File: src/logic/tfdd_pkg.sv
// How it works
// - Seven separate BCD to segment decoders
// - Codes 0 to 3 light standard segments
// - Codes 4,5,7,8 light standard segments; 6 and 9 have no tail
// - First digit decodes two bits: 0,1,2,blank
// - Frequency mode: digit one most significant
// - Frequency mode lights digit two point
// - Offset mode uses digits five and six
// - Offset mode: point five, 1-4,7 blank
// - Blank line low darkens digits 1-4,7
// - Negative offset shows minus on digit four
// - Sign line lights digit four segment g
package tfdd_pkg;

  localparam int DIGITS = 7;
  localparam int BCD_W  = 4;
  localparam int SEG_W  = 7;
  localparam int ADDR_W = 8;
  localparam int DATA_W = 32;

  // Register map, byte addresses
  localparam logic [ADDR_W-1:0] CTRL_OFS   = 8'h00;
  localparam logic [ADDR_W-1:0] STATUS_OFS = 8'h04;
  localparam logic [ADDR_W-1:0] BCD_OFS    = 8'h08;
  localparam logic [ADDR_W-1:0] SEG_LO_OFS = 8'h0c;
  localparam logic [ADDR_W-1:0] SEG_HI_OFS = 8'h10;

  localparam int CTRL_MODE_BIT  = 0;
  localparam logic CTRL_MODE_RST = 1'b0;
  localparam int STAT_BLANK_BIT = 0;
  localparam int STAT_SIGN_BIT  = 1;
  localparam int STAT_MODE_BIT  = 2;

  localparam logic [1:0] RESP_OKAY   = 2'h0;
  localparam logic [1:0] RESP_SLVERR = 2'h2;

  // Segment patterns, bit 0 = a up to bit 6 = g
  localparam logic [SEG_W-1:0] SEG_BLANK = 7'h00;
  localparam logic [SEG_W-1:0] SEG_ZERO  = 7'h3f;
  localparam logic [SEG_W-1:0] SEG_ONE   = 7'h06;
  localparam logic [SEG_W-1:0] SEG_TWO   = 7'h5b;
  localparam logic [SEG_W-1:0] SEG_THREE = 7'h4f;
  localparam logic [SEG_W-1:0] SEG_FOUR  = 7'h66;
  localparam logic [SEG_W-1:0] SEG_FIVE  = 7'h6d;
  localparam logic [SEG_W-1:0] SEG_SIX   = 7'h7c;
  localparam logic [SEG_W-1:0] SEG_SEVEN = 7'h07;
  localparam logic [SEG_W-1:0] SEG_EIGHT = 7'h7f;
  localparam logic [SEG_W-1:0] SEG_NINE  = 7'h67;
  localparam int SEG_G_BIT = 6;

  // Digit positions, index 0 is digit one
  localparam int SIGN_DIGIT = 3;
  localparam logic [DIGITS-1:0] DP_TUNED_MASK   = 7'h02;
  localparam logic [DIGITS-1:0] DP_OFFSET_MASK  = 7'h10;
  localparam logic [DIGITS-1:0] OFFSET_BLANK    = 7'h4f;
  localparam logic [DIGITS-1:0] LINE_BLANK_MASK = 7'h4f;

  typedef enum logic {WR_WAIT, WR_RESP} tfdd_wr_e;
  typedef enum logic {RD_IDLE, RD_DATA} tfdd_rd_e;

endpackage

File: src/logic/tfdd_digit_decoder.sv
module tfdd_digit_decoder #(
  parameter bit MSD_ONLY = 1'b0
) (
  input  wire logic                        ref_clk_in,
  input  wire logic                        nrst_in,
  input  wire logic [tfdd_pkg::BCD_W-1:0]  bcd_in,
  input  wire logic                        digit_blank_n_in,
  output logic      [tfdd_pkg::BCD_W-1:0]  bcd_out,
  output logic      [tfdd_pkg::SEG_W-1:0]  seg_out
);

  logic [tfdd_pkg::BCD_W-1:0] bcd_reg;
  logic [tfdd_pkg::SEG_W-1:0] seg_reg;
  logic [tfdd_pkg::SEG_W-1:0] seg_next;
  logic [tfdd_pkg::BCD_W-1:0] code;
  logic                       msd_void;

  assign code     = MSD_ONLY ? {2'b00, bcd_reg[1:0]} : bcd_reg;
  assign msd_void = MSD_ONLY && (bcd_reg[1:0] == 2'b11);
  assign bcd_out  = bcd_reg;
  assign seg_out  = seg_reg;

  always_comb
  begin
    case (code)
      4'h0:    seg_next = tfdd_pkg::SEG_ZERO;
      4'h1:    seg_next = tfdd_pkg::SEG_ONE;
      4'h2:    seg_next = tfdd_pkg::SEG_TWO;
      4'h3:    seg_next = tfdd_pkg::SEG_THREE;
      4'h4:    seg_next = tfdd_pkg::SEG_FOUR;
      4'h5:    seg_next = tfdd_pkg::SEG_FIVE;
      4'h6:    seg_next = tfdd_pkg::SEG_SIX;
      4'h7:    seg_next = tfdd_pkg::SEG_SEVEN;
      4'h8:    seg_next = tfdd_pkg::SEG_EIGHT;
      4'h9:    seg_next = tfdd_pkg::SEG_NINE;
      default: seg_next = tfdd_pkg::SEG_BLANK;
    endcase
  end

  always_ff @(posedge ref_clk_in or negedge nrst_in)
  begin
    if (!nrst_in)
    begin
      bcd_reg <= '0;
      seg_reg <= tfdd_pkg::SEG_BLANK;
    end
    else
    begin
      bcd_reg <= bcd_in;
      seg_reg <= (digit_blank_n_in && !msd_void) ? seg_next
                                                  : tfdd_pkg::SEG_BLANK;
    end
  end

  chk_blank_dark: assert property (
    @(posedge ref_clk_in) disable iff (!nrst_in)
    !digit_blank_n_in |=> seg_out == tfdd_pkg::SEG_BLANK)
    else $error("blanked digit shows segments");

  chk_msd_limit: assert property (
    @(posedge ref_clk_in) disable iff (!nrst_in)
    MSD_ONLY && bcd_reg[1:0] == 2'b11 |=> seg_out == tfdd_pkg::SEG_BLANK)
    else $error("first digit shows code three");

  chk_decode_two: assert property (
    @(posedge ref_clk_in) disable iff (!nrst_in)
    digit_blank_n_in && bcd_reg == 4'h2 |=> seg_out == tfdd_pkg::SEG_TWO)
    else $error("code two wrong pattern");

  chk_decode_eight: assert property (
    @(posedge ref_clk_in) disable iff (!nrst_in)
    !MSD_ONLY && digit_blank_n_in && bcd_reg == 4'h8
      |=> seg_out == tfdd_pkg::SEG_EIGHT)
    else $error("code eight wrong pattern");

  chk_latch_path: assert property (
    @(posedge ref_clk_in) disable iff (!nrst_in)
    bcd_in == 4'h1 ##1 digit_blank_n_in |=> seg_out == tfdd_pkg::SEG_ONE)
    else $error("latched code one not shown");

endmodule

File: src/logic/tfdd_display_top.sv
// Decided for this implementation: the AXI4-Lite register port and the register addresses.
module tfdd_display_top (
  input  wire logic                       ref_clk_in,
  input  wire logic                       nrst_in,
  // Register bus
  input  wire logic [tfdd_pkg::ADDR_W-1:0] s_axi_awaddr_in,
  input  wire logic [2:0]                  s_axi_awprot_in,
  input  wire logic                        s_axi_awvalid_in,
  output logic                             s_axi_awready_out,
  input  wire logic [tfdd_pkg::DATA_W-1:0] s_axi_wdata_in,
  input  wire logic [3:0]                  s_axi_wstrb_in,
  input  wire logic                        s_axi_wvalid_in,
  output logic                             s_axi_wready_out,
  output logic      [1:0]                  s_axi_bresp_out,
  output logic                             s_axi_bvalid_out,
  input  wire logic                        s_axi_bready_in,
  input  wire logic [tfdd_pkg::ADDR_W-1:0] s_axi_araddr_in,
  input  wire logic [2:0]                  s_axi_arprot_in,
  input  wire logic                        s_axi_arvalid_in,
  output logic                             s_axi_arready_out,
  output logic      [tfdd_pkg::DATA_W-1:0] s_axi_rdata_out,
  output logic      [1:0]                  s_axi_rresp_out,
  output logic                             s_axi_rvalid_out,
  input  wire logic                        s_axi_rready_in,
  // Controller side, digit one in the low nibble
  input  wire logic [27:0]                 digit_bcd_in,
  input  wire logic                        digit_blank_n_in,
  input  wire logic                        neg_sign_in,
  // Display side, digit one in the low seven bits
  output logic      [48:0]                 seg_out,
  output logic      [6:0]                  dp_out
);

  localparam int ND = tfdd_pkg::DIGITS;
  localparam int SW = tfdd_pkg::SEG_W;
  localparam int BW = tfdd_pkg::BCD_W;
  localparam int PW = ND * BW + 2;

  // Pin side, synchronised
  logic [PW-1:0]    pins_sync;
  logic [ND*BW-1:0] bcd_sync;
  logic             blank_n_sync;
  logic             sign_sync;

  logic [ND*BW-1:0] bcd_latched;
  logic [ND*SW-1:0] dec_seg;
  logic [ND-1:0]    dec_blank_n;
  logic [ND-1:0]    out_blank;

  logic [ND*SW-1:0] seg_reg;
  logic [ND-1:0]    dp_reg;
  logic             mode_reg;

  // Bus state
  tfdd_pkg::tfdd_wr_e          wr_state;
  tfdd_pkg::tfdd_rd_e          rd_state;
  logic                        aw_hold_reg;
  logic                        w_hold_reg;
  logic [tfdd_pkg::ADDR_W-1:0] aw_addr_reg;
  logic [tfdd_pkg::DATA_W-1:0] wdata_reg;
  logic [3:0]                  wstrb_reg;
  logic [1:0]                  bresp_reg;
  logic [tfdd_pkg::DATA_W-1:0] rdata_reg;
  logic [1:0]                  rresp_reg;

  tfdd_pin_sync #(
    .W (PW)
  ) u_pin_sync (
    .ref_clk_in (ref_clk_in),
    .nrst_in    (nrst_in),
    .pin_in     ({neg_sign_in, digit_blank_n_in, digit_bcd_in}),
    .level_out  (pins_sync)
  );

  assign bcd_sync     = pins_sync[ND*BW-1:0];
  assign blank_n_sync = pins_sync[ND*BW];
  assign sign_sync    = pins_sync[ND*BW+1];

  assign dec_blank_n = ~(tfdd_pkg::LINE_BLANK_MASK & {ND{~blank_n_sync}});

  genvar gi;
  generate
    for (gi = 0; gi < ND; gi++)
    begin : g_dig
      tfdd_digit_decoder #(
        .MSD_ONLY (gi == 0)
      ) u_dec (
        .ref_clk_in       (ref_clk_in),
        .nrst_in          (nrst_in),
        .bcd_in           (bcd_sync[gi*BW +: BW]),
        .digit_blank_n_in (dec_blank_n[gi]),
        .bcd_out          (bcd_latched[gi*BW +: BW]),
        .seg_out          (dec_seg[gi*SW +: SW])
      );
    end
  endgenerate

  assign out_blank = mode_reg ? tfdd_pkg::OFFSET_BLANK : '0;

  logic [ND*SW-1:0] seg_gated;
  logic [ND*SW-1:0] sign_mask;
  logic [ND-1:0]    dp_next;

  generate
    for (gi = 0; gi < ND; gi++)
    begin : g_gate
      assign seg_gated[gi*SW +: SW] =
        out_blank[gi] ? tfdd_pkg::SEG_BLANK : dec_seg[gi*SW +: SW];
    end
  endgenerate

  assign sign_mask = (ND*SW)'(sign_sync)
                     << (tfdd_pkg::SIGN_DIGIT * SW + tfdd_pkg::SEG_G_BIT);

  assign dp_next = mode_reg ? tfdd_pkg::DP_OFFSET_MASK
                            : tfdd_pkg::DP_TUNED_MASK;

  always_ff @(posedge ref_clk_in or negedge nrst_in)
  begin
    if (!nrst_in)
    begin
      seg_reg <= '0;
      dp_reg  <= '0;
    end
    else
    begin
      seg_reg <= seg_gated | sign_mask;
      dp_reg  <= dp_next;
    end
  end

  assign seg_out = seg_reg;
  assign dp_out  = dp_reg;

  // Write channel: address and data in either order
  logic                        aw_take;
  logic                        w_take;
  logic                        wr_fire;
  logic [tfdd_pkg::ADDR_W-1:0] wr_addr;
  logic [tfdd_pkg::DATA_W-1:0] wr_data;
  logic [3:0]                  wr_strb;
  logic                        wr_ctrl;
  logic                        wr_known;

  assign s_axi_awready_out = (wr_state == tfdd_pkg::WR_WAIT) && !aw_hold_reg;
  assign s_axi_wready_out  = (wr_state == tfdd_pkg::WR_WAIT) && !w_hold_reg;
  assign aw_take = s_axi_awvalid_in && s_axi_awready_out;
  assign w_take  = s_axi_wvalid_in && s_axi_wready_out;
  assign wr_fire = (aw_hold_reg || aw_take) && (w_hold_reg || w_take);
  assign wr_addr = aw_hold_reg ? aw_addr_reg : s_axi_awaddr_in;
  assign wr_data = w_hold_reg ? wdata_reg : s_axi_wdata_in;
  assign wr_strb = w_hold_reg ? wstrb_reg : s_axi_wstrb_in;
  assign wr_ctrl = {wr_addr[tfdd_pkg::ADDR_W-1:2], 2'b00}
                   == tfdd_pkg::CTRL_OFS;
  // Read-only words accept writes silently
  assign wr_known = wr_ctrl
    || {wr_addr[tfdd_pkg::ADDR_W-1:2], 2'b00} == tfdd_pkg::STATUS_OFS
    || {wr_addr[tfdd_pkg::ADDR_W-1:2], 2'b00} == tfdd_pkg::BCD_OFS
    || {wr_addr[tfdd_pkg::ADDR_W-1:2], 2'b00} == tfdd_pkg::SEG_LO_OFS
    || {wr_addr[tfdd_pkg::ADDR_W-1:2], 2'b00} == tfdd_pkg::SEG_HI_OFS;

  always_ff @(posedge ref_clk_in or negedge nrst_in)
  begin
    if (!nrst_in)
    begin
      wr_state    <= tfdd_pkg::WR_WAIT;
      aw_hold_reg <= 1'b0;
      w_hold_reg  <= 1'b0;
      aw_addr_reg <= '0;
      wdata_reg   <= '0;
      wstrb_reg   <= '0;
      bresp_reg   <= tfdd_pkg::RESP_OKAY;
      mode_reg    <= tfdd_pkg::CTRL_MODE_RST;
    end
    else
    begin
      case (wr_state)
        tfdd_pkg::WR_WAIT:
        begin
          if (aw_take)
          begin
            aw_hold_reg <= 1'b1;
            aw_addr_reg <= s_axi_awaddr_in;
          end
          if (w_take)
          begin
            w_hold_reg <= 1'b1;
            wdata_reg  <= s_axi_wdata_in;
            wstrb_reg  <= s_axi_wstrb_in;
          end
          if (wr_fire)
          begin
            wr_state    <= tfdd_pkg::WR_RESP;
            aw_hold_reg <= 1'b0;
            w_hold_reg  <= 1'b0;
            bresp_reg   <= wr_known ? tfdd_pkg::RESP_OKAY
                                    : tfdd_pkg::RESP_SLVERR;
            if (wr_ctrl && wr_strb[0])
              mode_reg <= wr_data[tfdd_pkg::CTRL_MODE_BIT];
          end
        end
        tfdd_pkg::WR_RESP:
        begin
          if (s_axi_bready_in)
            wr_state <= tfdd_pkg::WR_WAIT;
        end
        default: wr_state <= tfdd_pkg::WR_WAIT;
      endcase
    end
  end

  assign s_axi_bvalid_out = (wr_state == tfdd_pkg::WR_RESP);
  assign s_axi_bresp_out  = bresp_reg;

  // Read channel
  logic                        ar_take;
  logic [tfdd_pkg::ADDR_W-1:0] rd_word;
  logic                        sel_ctrl;
  logic                        sel_stat;
  logic                        sel_bcd;
  logic                        sel_seg_lo;
  logic                        sel_seg_hi;
  logic [tfdd_pkg::DATA_W-1:0] ctrl_word;
  logic [tfdd_pkg::DATA_W-1:0] stat_word;
  logic [tfdd_pkg::DATA_W-1:0] rd_mux;
  logic                        rd_known;

  assign s_axi_arready_out = (rd_state == tfdd_pkg::RD_IDLE);
  assign ar_take    = s_axi_arvalid_in && s_axi_arready_out;
  assign rd_word    = {s_axi_araddr_in[tfdd_pkg::ADDR_W-1:2], 2'b00};
  assign sel_ctrl   = rd_word == tfdd_pkg::CTRL_OFS;
  assign sel_stat   = rd_word == tfdd_pkg::STATUS_OFS;
  assign sel_bcd    = rd_word == tfdd_pkg::BCD_OFS;
  assign sel_seg_lo = rd_word == tfdd_pkg::SEG_LO_OFS;
  assign sel_seg_hi = rd_word == tfdd_pkg::SEG_HI_OFS;
  assign rd_known   = sel_ctrl | sel_stat | sel_bcd | sel_seg_lo | sel_seg_hi;

  assign ctrl_word = tfdd_pkg::DATA_W'(mode_reg)
                     << tfdd_pkg::CTRL_MODE_BIT;
  assign stat_word =
      (tfdd_pkg::DATA_W'(blank_n_sync) << tfdd_pkg::STAT_BLANK_BIT)
    | (tfdd_pkg::DATA_W'(sign_sync) << tfdd_pkg::STAT_SIGN_BIT)
    | (tfdd_pkg::DATA_W'(mode_reg) << tfdd_pkg::STAT_MODE_BIT);

  // Segment words show digits 1-4, then 5-7 with points
  assign rd_mux =
      sel_ctrl   ? ctrl_word
    : sel_stat   ? stat_word
    : sel_bcd    ? {4'h0, bcd_latched}
    : sel_seg_lo ? {4'h0, seg_reg[4*SW-1:0]}
    : sel_seg_hi ? {4'h0, dp_reg, seg_reg[ND*SW-1:4*SW]}
    : '0;

  always_ff @(posedge ref_clk_in or negedge nrst_in)
  begin
    if (!nrst_in)
    begin
      rd_state  <= tfdd_pkg::RD_IDLE;
      rdata_reg <= '0;
      rresp_reg <= tfdd_pkg::RESP_OKAY;
    end
    else
    begin
      case (rd_state)
        tfdd_pkg::RD_IDLE:
        begin
          if (ar_take)
          begin
            rd_state  <= tfdd_pkg::RD_DATA;
            rdata_reg <= rd_mux;
            rresp_reg <= rd_known ? tfdd_pkg::RESP_OKAY
                                  : tfdd_pkg::RESP_SLVERR;
          end
        end
        tfdd_pkg::RD_DATA:
        begin
          if (s_axi_rready_in)
            rd_state <= tfdd_pkg::RD_IDLE;
        end
        default: rd_state <= tfdd_pkg::RD_IDLE;
      endcase
    end
  end

  assign s_axi_rvalid_out = (rd_state == tfdd_pkg::RD_DATA);
  assign s_axi_rdata_out  = rdata_reg;
  assign s_axi_rresp_out  = rresp_reg;

  // Checks
  chk_offset_outer_dark: assert property (
    @(posedge ref_clk_in) disable iff (!nrst_in)
    mode_reg && !sign_sync |=> seg_out[4*SW-1:0] == '0
      && seg_out[ND*SW-1:6*SW] == '0)
    else $error("offset mode outer digits lit");

  chk_dp_tuned: assert property (
    @(posedge ref_clk_in) disable iff (!nrst_in)
    nrst_in && !mode_reg ##1 !mode_reg
      |-> dp_out == tfdd_pkg::DP_TUNED_MASK)
    else $error("frequency point not on digit two");

  chk_dp_offset: assert property (
    @(posedge ref_clk_in) disable iff (!nrst_in)
    mode_reg |=> dp_out == 7'h10)
    else $error("offset point not on digit five");

  chk_sign_segment: assert property (
    @(posedge ref_clk_in) disable iff (!nrst_in)
    sign_sync |=> seg_out[3*SW+6])
    else $error("sign line did not light g");

  chk_minus_only: assert property (
    @(posedge ref_clk_in) disable iff (!nrst_in)
    !blank_n_sync ##1 sign_sync && !blank_n_sync
      |=> seg_out[4*SW-1:3*SW] == 7'h40)
    else $error("minus sign shows extra segments");

  chk_bresp_hold: assert property (
    @(posedge ref_clk_in) disable iff (!nrst_in)
    s_axi_bvalid_out && !s_axi_bready_in
      |=> s_axi_bvalid_out && $stable(s_axi_bresp_out))
    else $error("write response dropped early");

  chk_read_answer: assert property (
    @(posedge ref_clk_in) disable iff (!nrst_in)
    s_axi_arvalid_in && s_axi_arready_out |=> s_axi_rvalid_out)
    else $error("read answer late");

endmodule

File: src/logic/tfdd_pin_sync.sv
module tfdd_pin_sync #(
  parameter int W = 1
) (
  input  wire logic         ref_clk_in,
  input  wire logic         nrst_in,
  input  wire logic [W-1:0] pin_in,
  output logic      [W-1:0] level_out
);

  logic [W-1:0] s1_reg;
  logic [W-1:0] s2_reg;
  logic [W-1:0] s3_reg;
  logic [W-1:0] level_reg;
  logic [W-1:0] agree;

  // Glitch filter: take a bit only once two stages agree
  assign agree     = ~(s2_reg ^ s3_reg);
  assign level_out = level_reg;

  always_ff @(posedge ref_clk_in or negedge nrst_in)
  begin
    if (!nrst_in)
    begin
      s1_reg    <= '0;
      s2_reg    <= '0;
      s3_reg    <= '0;
      level_reg <= '0;
    end
    else
    begin
      s1_reg    <= pin_in;
      s2_reg    <= s1_reg;
      s3_reg    <= s2_reg;
      level_reg <= (agree & s3_reg) | (~agree & level_reg);
    end
  end

endmodule

File: config.mk
export PLATFORM = sky130hd
export DESIGN_NAME = tfdd_display_top
export DESIGN_NICKNAME = d
export VERILOG_FILES = /design/src/logic/tfdd_pkg.sv /design/src/logic/tfdd_digit_decoder.sv /design/src/logic/tfdd_display_top.sv /design/src/logic/tfdd_pin_sync.sv
export SDC_FILE = /design/constraint.sdc
export NUM_CORES = 1
export LEC_CHECK = 0
export ABC_AREA = 0
export BUFFER_PORTS_ARGS = -buffer_cell sky130_fd_sc_hd__buf_2
export CAP_MARGIN = 0
export CORE_ASPECT_RATIO = 1.1
export CORE_UTILIZATION = 45
export DETAILED_ROUTE_END_ITERATION = 8
export PLACE_DENSITY = 0.67
export SLEW_MARGIN = 40
export SYNTH_ARGS = -nofsm -noshare
export SYNTH_HDL_FRONTEND = slang
export SYNTH_SLANG_ARGS = --single-unit
File: constraint.sdc
create_clock -name ref_clk_in -period 3.05 [get_ports ref_clk_in]
set_clock_uncertainty 0.2 [all_clocks]
set_input_delay 0.305 -clock ref_clk_in [delete_from_list [all_inputs] [get_ports ref_clk_in]]
set_output_delay 0.305 -clock ref_clk_in [all_outputs]
set_load 0.01 [all_outputs]
==> results of run 1 <==
[worst min-delay path: stages]
cell     delay (ns)
buf_2          0.12
nor4_4         0.08
a21oi_1        0.12
a22o_1         0.13
[path summary, 6_finish.rpt]
kind / startpoint / endpoint / slack [ns] / cells after the start
worst min register to register: u_pin_sync.s1_reg[0] / u_pin_sync.s2_reg[0] / 0.14 / 0
worst max-delay path: s_axi_araddr_in[5] / s_axi_rdata_out[17] / 0.83 / 7
worst min-delay path: s_axi_araddr_in[7] / s_axi_rdata_out[3] / 0.05 / 4
min in group asynchronous: nrst_in / asynchronous set/reset pin / 0.12 / 2
max in group asynchronous: nrst_in / g_dig[0].u_dec.seg_out[4] / 1.69 / 3
worst max register to register: aw_hold_reg / mode_reg / 0.92 / 4
[kinds of logic (layout without fill, tap and decap cells)]
family,count (synthesis),count (layout),share of synthesized area
DFF,289,289,0.7031
AOI/OAI and AO/OA,137,137,0.08843
other,1,11,0.0003646
muxes,18,18,0.01861
buffers and inverters,73,274,0.03211
adders and majority gates,56,56,0.06082
and+or+nand+nor,194,194,0.09658
[through the flow]
| step | setup slack [ns] | cell area (um2) |
|---|---|---|
| CTS | 0.8765 | 12730 |
| detailed placement | 0.7016 | 11290 |
| finish | 0.8340 | 12730 |
| floorplan | 1.026 | 10320 |
| global route | 0.7477 | 12730 |
| global placement | 0.7908 | 11290 |
[power by group]
part / internal (uW) / switching [uW] / total [uW] / leakage (uW)
clock network: 2120 / 1450 / 3570 / 0.000476
registers: 4230 / 293 / 4520 / 0.00357
logic: 461 / 543 / 1000 / 0.00203
[cell type report]
cell class	count	area, um2	area share
multi-input combinational	416	2776	0.2181
timing repair buffer	195	1274	0.1000
clock buffer	37	805.8	0.06329
sequential	289	7232	0.5681
tap	295	369.1	0.02899
clock inverter	16	176.4	0.01386
inverter	26	97.59	0.007666
[cell usage after synthesis (2+ instances only)]
| cell | instances | area share |
|---|---|---|
| a22o_1 | 2 | 0.0017 |
| a21oi_1 | 38 | 0.018 |
| inv_1 | 26 | 0.0095 |
| dfrtp_1 | 289 | 0.70 |
| a32oi_1 | 2 | 0.0017 |
| a21o_1 | 4 | 0.0029 |
| o21a_1 | 14 | 0.010 |
| clkbuf_1 | 31 | 0.011 |
| o22ai_1 | 2 | 0.0012 |
| mux2_2 | 9 | 0.0099 |
| o31ai_1 | 28 | 0.020 |
| mux2i_1 | 9 | 0.0088 |
| nand2_1 | 44 | 0.016 |
| buf_2 | 3 | 0.0015 |
| nand3b_1 | 3 | 0.0022 |
| ha_1 | 26 | 0.032 |
| nand2b_1 | 30 | 0.018 |
| maj3_1 | 30 | 0.029 |
| and2_1 | 8 | 0.0049 |
| nor2b_1 | 38 | 0.023 |
| nor2_1 | 57 | 0.021 |
| buf_4 | 12 | 0.0088 |
| a22oi_1 | 20 | 0.015 |
| o21ai_0 | 14 | 0.0068 |
| nor3_1 | 3 | 0.0015 |
| a211oi_1 | 4 | 0.0029 |
[routing by layer]
layer	global-route usage	up-vias	share of wire
met5	0	-	0
met2	0.2842	163	0.47
met3	0.04460	34	0.068
li1	-	2936	-
met1	0.2399	3033	0.44
met4	0.06203	0	0.024
[layout by cell type (no fill, tap or decap), drive strengths merged, types with 11 or more instances in the layout]
cell and n:
a21oi 38, a22oi 20, buf 149, clkbuf 37
conb 11, dfrtp 289, dlygate4sd3 46, ha 26
inv 27, maj3 30, nand2 44, nand2b 30
nor2 57, nor2b 38, o21a 14, o21ai 14
o31ai 28
==> flow_results.xml, run 1 <==
<?xml version="1.0" encoding="UTF-8"?>
<metrics>
  <group name="detailed_routing">
    <metric name="first_iter_violations" unit="">381</metric>
    <metric name="drt_drc_violations_left" unit="">0</metric>
    <metric name="dr_total_vias" unit="">6166</metric>
    <metric name="wl_per_cell" unit="um">15.92</metric>
    <metric name="post_drt_via_cell_ratio" unit="">4.840</metric>
    <metric name="route.final.wire_length" unit="um">20290</metric>
    <metric name="antenna_violating_nets_post_route" unit="">0</metric>
    <metric name="first_pass_iters" unit="">4</metric>
  </group>
  <group name="timing">
    <metric name="rsz0062_at_grt" unit="">false</metric>
    <metric name="maxSlewViolCount" unit="">0</metric>
    <metric name="finalHoldViolCount" unit="">0</metric>
    <metric name="worst_slew_margin_rel" unit="">0.6275</metric>
    <metric name="period_minus_slack" unit="ns">2.216</metric>
    <metric name="max_freq" unit="MHz">451.3</metric>
    <metric name="worstMarginPinSlew" unit="ns">0.5588</metric>
    <metric name="report.final.setup_viol" unit="">0</metric>
    <metric name="timing.setup.tns" unit="ns">0</metric>
    <metric name="finalHoldWorstSlack" unit="ns">0.04980</metric>
    <metric name="post-route-period-util" unit="">0.7265</metric>
  </group>
  <group name="placement">
    <metric name="place.port_buffers" unit="">136</metric>
    <metric name="dp.cells" unit="">1175</metric>
    <metric name="detailedPlacementHpwl" unit="um">13850</metric>
    <metric name="replace_congestion" unit="">0.7872</metric>
  </group>
  <group name="critical_path">
    <metric name="worstPathCellList" unit="">dlygate4sd3_1 &gt; buf_2 &gt; nor4_4 &gt; and2_1 &gt; buf_4 &gt; a22oi_1 &gt; o31ai_1</metric>
    <metric name="critical_path.max_fanout" unit="">15</metric>
    <metric name="crit_buf_inv" unit="">3</metric>
    <metric name="worst-setup-path-type" unit="">in -&gt; reg</metric>
    <metric name="worst_setup_path_start_kind" unit="">input pin</metric>
    <metric name="critical_path_arrival" unit="ns">2.46</metric>
    <metric name="crit_required" unit="ns">3.29</metric>
    <metric name="cpPeakStageDelay" unit="ns">0.53</metric>
    <metric name="slowest_stage" unit="">dlygate4sd3_1</metric>
    <metric name="critPathTopFamily" unit="">buffers and inverters</metric>
    <metric name="endpoint_kind" unit="">flip-flop</metric>
  </group>
  <group name="outcome">
    <metric name="outcome" unit="">finished, final reports clean</metric>
  </group>
  <group name="clock_network">
    <metric name="total_cts_buffers" unit="">29</metric>
    <metric name="cts_tree" unit="">yes</metric>
    <metric name="clk_latency" unit="ns">0.55</metric>
    <metric name="cts-hold-fix-buffers" unit="">46</metric>
    <metric name="cts.root.buffer_cell" unit="">clkbuf_16</metric>
    <metric name="post_cts.repair.setup_buffers" unit="">0</metric>
    <metric name="cts_resizes" unit="">0</metric>
    <metric name="ctsLongestPathBuffers" unit="">3</metric>
    <metric name="htree_num_levels" unit="">1</metric>
    <metric name="cts_sinks" unit="">289</metric>
    <metric name="clkSlewWorstSetupHoldPaths" unit="ns">0.06</metric>
  </group>
  <group name="cells_and_area">
    <metric name="net_total_in_the_final_layout" unit="">1078</metric>
    <metric name="final_core_density" unit="">0.5721</metric>
    <metric name="instances_no_fill" unit="">1274</metric>
    <metric name="diodes" unit="">0</metric>
    <metric name="drive_gt1_frac" unit="">0.2186</metric>
    <metric name="filler_cell_count" unit="">1845</metric>
    <metric name="layout-area-overhead-vs-synth" unit="%">23.77</metric>
  </group>
  <group name="synth">
    <metric name="synth-async-reset-ratio" unit="">1.000</metric>
    <metric name="netlist_area_before_placement" unit="um2">10290</metric>
    <metric name="ys_warn_count" unit="">0</metric>
    <metric name="seq_area_frac_synth" unit="">0.7031</metric>
    <metric name="syn_avg_cell_area" unit="um2">13.39</metric>
    <metric name="synthesis.instances" unit="">768</metric>
    <metric name="register_bit_total_from_synthesis" unit="">289</metric>
    <metric name="synth_edf_count" unit="">0</metric>
    <metric name="synthDistinctLibCells" unit="">48</metric>
    <metric name="ys_dominant_reg_cell" unit="">dfrtp_1</metric>
  </group>
  <group name="grt">
    <metric name="grt_residual_overflow" unit="">0</metric>
    <metric name="first_global_vias" unit="">6109</metric>
    <metric name="antenna_found_initial" unit="">0</metric>
    <metric name="grt_max_degree" unit="">79</metric>
    <metric name="grt_util_all_layers" unit="">0.1786</metric>
    <metric name="grt_first_pass_wirelength" unit="um">32780</metric>
  </group>
  <group name="power">
    <metric name="p_leak" unit="uW">0.006071</metric>
    <metric name="vdd_ir_drop_max" unit="V">0.0003996</metric>
    <metric name="power.total" unit="uW">9092</metric>
    <metric name="power_density" unit="nW/um2">714.2</metric>
  </group>
  <group name="floorplan">
    <metric name="die-area" unit="um2">23470</metric>
    <metric name="rows" unit="">57</metric>
    <metric name="chipWidth" unit="um">146.2</metric>
    <metric name="number_of_ports_placed_on_the_die_boundary" unit="">192</metric>
    <metric name="start_util" unit="">0.4623</metric>
    <metric name="die_h" unit="um">160.6</metric>
    <metric name="core_region_area" unit="um2">22250</metric>
  </group>
  <group name="worst_hold_path">
    <metric name="worst_hold_path_type" unit="">in -&gt; reg</metric>
  </group>
  <group name="run">
    <metric name="drv.max_cap_violation_count" unit="">0</metric>
  </group>
</metrics>
Power figures use the tool's default switching activity.
==> run 2: changes to the inputs <==
PLACE_DENSITY = 0.69   (was 0.67)
clock period = 1.98 ns   (was 3.05 ns; I/O delays follow)
==> flow_results.xml, run 2 (synthesized netlist as in run 1, its figures left out) <==
<?xml version="1.0" encoding="UTF-8"?>
<metrics>
  <group name="floorplan">
    <metric name="die_h" unit="um">160.6</metric>
    <metric name="rows" unit="">57</metric>
    <metric name="chipWidth" unit="um">146.2</metric>
    <metric name="number_of_ports_placed_on_the_die_boundary" unit="">192</metric>
    <metric name="start_util" unit="">0.4623</metric>
    <metric name="die-area" unit="um2">23470</metric>
    <metric name="core_region_area" unit="um2">22250</metric>
  </group>
  <group name="power">
    <metric name="p_leak" unit="uW">0.006118</metric>
    <metric name="power_density" unit="nW/um2">1083</metric>
    <metric name="power.total" unit="uW">13880</metric>
    <metric name="vdd_ir_drop_max" unit="V">0.0007157</metric>
  </group>
  <group name="cells_and_area">
    <metric name="layout-area-overhead-vs-synth" unit="%">24.61</metric>
    <metric name="layout.cell_area.non_filler" unit="um2">12820</metric>
    <metric name="filler_cell_count" unit="">1857</metric>
    <metric name="instances_no_fill" unit="">1278</metric>
    <metric name="layout_commonest_cell" unit="">dfrtp_1</metric>
    <metric name="net_total_in_the_final_layout" unit="">1087</metric>
    <metric name="layout.cells.most_common_list" unit="">289 x dfrtp_1, 135 x buf_2, 57 x nor2_1</metric>
    <metric name="drive_gt1_frac" unit="">0.2177</metric>
    <metric name="diodes" unit="">0</metric>
  </group>
  <group name="critical_path">
    <metric name="crit_required" unit="ns">2.22</metric>
    <metric name="setup.worst_path.start" unit="">aw_hold_reg</metric>
    <metric name="critical_path.max_fanout" unit="">4</metric>
    <metric name="worst_setup_path_start_kind" unit="">flip-flop</metric>
    <metric name="reg2reg_depth" unit="">4</metric>
    <metric name="endpoint_kind" unit="">flip-flop</metric>
    <metric name="critical_path_arrival" unit="ns">2.21</metric>
    <metric name="rrSetupSlack" unit="ns">0.01</metric>
    <metric name="worst-setup-path-type" unit="">reg -&gt; reg</metric>
    <metric name="cp-endpoint" unit="">mode_reg</metric>
    <metric name="timing.rr.start" unit="">aw_hold_reg</metric>
    <metric name="r2r-end" unit="">mode_reg</metric>
  </group>
  <group name="grt">
    <metric name="grt_max_degree" unit="">63</metric>
    <metric name="grt_first_pass_wirelength" unit="um">33380</metric>
    <metric name="antenna_found_initial" unit="">0</metric>
    <metric name="grt_residual_overflow" unit="">0</metric>
    <metric name="globalRouteMet3Util" unit="">0.04205</metric>
    <metric name="grt_util_all_layers" unit="">0.1824</metric>
    <metric name="busiest_layer" unit="">met2</metric>
    <metric name="met2_capacity_usage_during_global_routing" unit="">0.3009</metric>
    <metric name="met1_usage" unit="">0.2380</metric>
    <metric name="first_global_vias" unit="">6184</metric>
  </group>
  <group name="detailed_routing">
    <metric name="post_drt_via_cell_ratio" unit="">4.912</metric>
    <metric name="first_pass_iters" unit="">5</metric>
    <metric name="first_iter_violations" unit="">271</metric>
    <metric name="route.final.wire_length" unit="um">21020</metric>
    <metric name="wl_per_cell" unit="um">16.45</metric>
    <metric name="antenna_violating_nets_post_route" unit="">0</metric>
    <metric name="drt_drc_violations_left" unit="">0</metric>
    <metric name="dr_total_vias" unit="">6278</metric>
  </group>
  <group name="outcome">
    <metric name="outcome" unit="">finished, final reports clean</metric>
  </group>
  <group name="placement">
    <metric name="dp.cells" unit="">1186</metric>
    <metric name="detailedPlacementHpwl" unit="um">14520</metric>
    <metric name="place.port_buffers" unit="">136</metric>
    <metric name="replace_congestion" unit="">0.8383</metric>
    <metric name="area_of_placed_instances" unit="um2">11430</metric>
  </group>
  <group name="clock_network">
    <metric name="clkSlewWorstSetupHoldPaths" unit="ns">0.06</metric>
    <metric name="cts_sinks" unit="">289</metric>
    <metric name="htree_num_levels" unit="">1</metric>
    <metric name="ctsLongestPathBuffers" unit="">3</metric>
    <metric name="cts.root.buffer_cell" unit="">clkbuf_16</metric>
    <metric name="clk_latency" unit="ns">0.52</metric>
    <metric name="post_cts.repair.setup_buffers" unit="">0</metric>
    <metric name="cts_tree" unit="">yes</metric>
    <metric name="total_cts_buffers" unit="">28</metric>
  </group>
  <group name="timing">
    <metric name="post-route-period-util" unit="">0.9940</metric>
    <metric name="finalHoldWorstSlack" unit="ns">0.01055</metric>
    <metric name="finalHoldViolCount" unit="">0</metric>
    <metric name="report.final.setup_viol" unit="">0</metric>
    <metric name="max_freq" unit="MHz">508.1</metric>
    <metric name="maxSlewViolCount" unit="">0</metric>
    <metric name="period_minus_slack" unit="ns">1.968</metric>
    <metric name="rsz0062_at_grt" unit="">true</metric>
  </group>
  <group name="worst_hold_path">
    <metric name="worst_hold_path_type" unit="">in -&gt; async</metric>
  </group>
  <group name="run">
    <metric name="drv.max_cap_violation_count" unit="">0</metric>
  </group>
</metrics>
==> run 2: changes by cell type in the layout (fill, tap and decap cells not counted), sizes merged <==
| cell | previous run | this run |
|---|---|---|
| buf | 149 | 160 |
| clkbuf | 37 | 42 |
| clkinv | 8 | 2 |
| clkinvlp | 4 | 0 |
| dlygate4sd3 | 46 | 45 |
| inv | 27 | 26 |
==> run 2: area by class of cell <==
| cell class | instances | area, um2 | share of cell area |
|---|---|---|---|
| clock buffer | 42 | 824.5 | 0.06433 |
| clock inverter | 5 | 100.1 | 0.007809 |
| inverter | 26 | 97.59 | 0.007614 |
| multi-input combinational | 416 | 2785 | 0.2173 |
| sequential | 289 | 7232 | 0.5642 |
| tap | 295 | 369.1 | 0.02880 |
| timing repair buffer | 205 | 1409 | 0.1099 |
==> run 2: layer usage <==
layer | routed length (um) | part of all wire | vias to the layer above
li1 | - | - | 2947
met1 | 9099 | 0.43 | 3130
met2 | 10010 | 0.48 | 165
met3 | 1308 | 0.062 | 36
met4 | 602 | 0.029 | 0
met5 | 0 | 0 | -
==> run 2: worst max-delay path, cell delays in order, from the launching register on <==
cell	delay, ns
dfrtp_1	0.41
or4_1	0.53
a211o_1	0.32
nor4_4	0.23
mux2i_1	0.20
==> run 2: through the flow <==
| step | setup WS (ns) | setup TNS (ns) | util |
|---|---|---|---|
| 6_report | 0.01182 | 0 | 0.5760 |
| 4_1_cts | -0.01034 | -0.01034 | 0.5756 |
| 3_3_place_gp | 0.04772 | 0 | 0.5138 |
| 3_5_place_dp | 0.02097 | 0 | 0.5138 |
| 5_1_grt | -0.03846 | -0.03846 | 0.5760 |
| 2_1_floorplan | 0.01265 | 0 | - |
==> run 2: worst min-delay path by stage <==
stage	end	depth (start not counted)	slack (ns)	start
finish	seg_out[38]	2	0.01	nrst_in
global route	s_axi_rresp_out[1]	4	0.01	s_axi_araddr_in[5]
CTS	s_axi_rresp_out[1]	4	0.004	s_axi_araddr_in[5]
detailed placement	seg_out[40]	1	-0.03	nrst_in
global placement	u_pin_sync.s2_reg[21]	1	-0.03	nrst_in
floorplan	asynchronous set/reset pin	0	-0.30	nrst_in
==> run 2: what timing repair did <==
item | 4_1_cts | 5_1_grt
endpoints found under the hold margin | 340 | 0
setup endpoints to repair | 1 | 1
pin swaps | 0 | 0
hold buffers | 45 | 0
resized for setup | 0 | 1
==> run 2: power breakdown <==
group	internal (uW)	switching, uW
registers	6510	420
clock network	3230	2050
logic	756	908
total	10500	3380
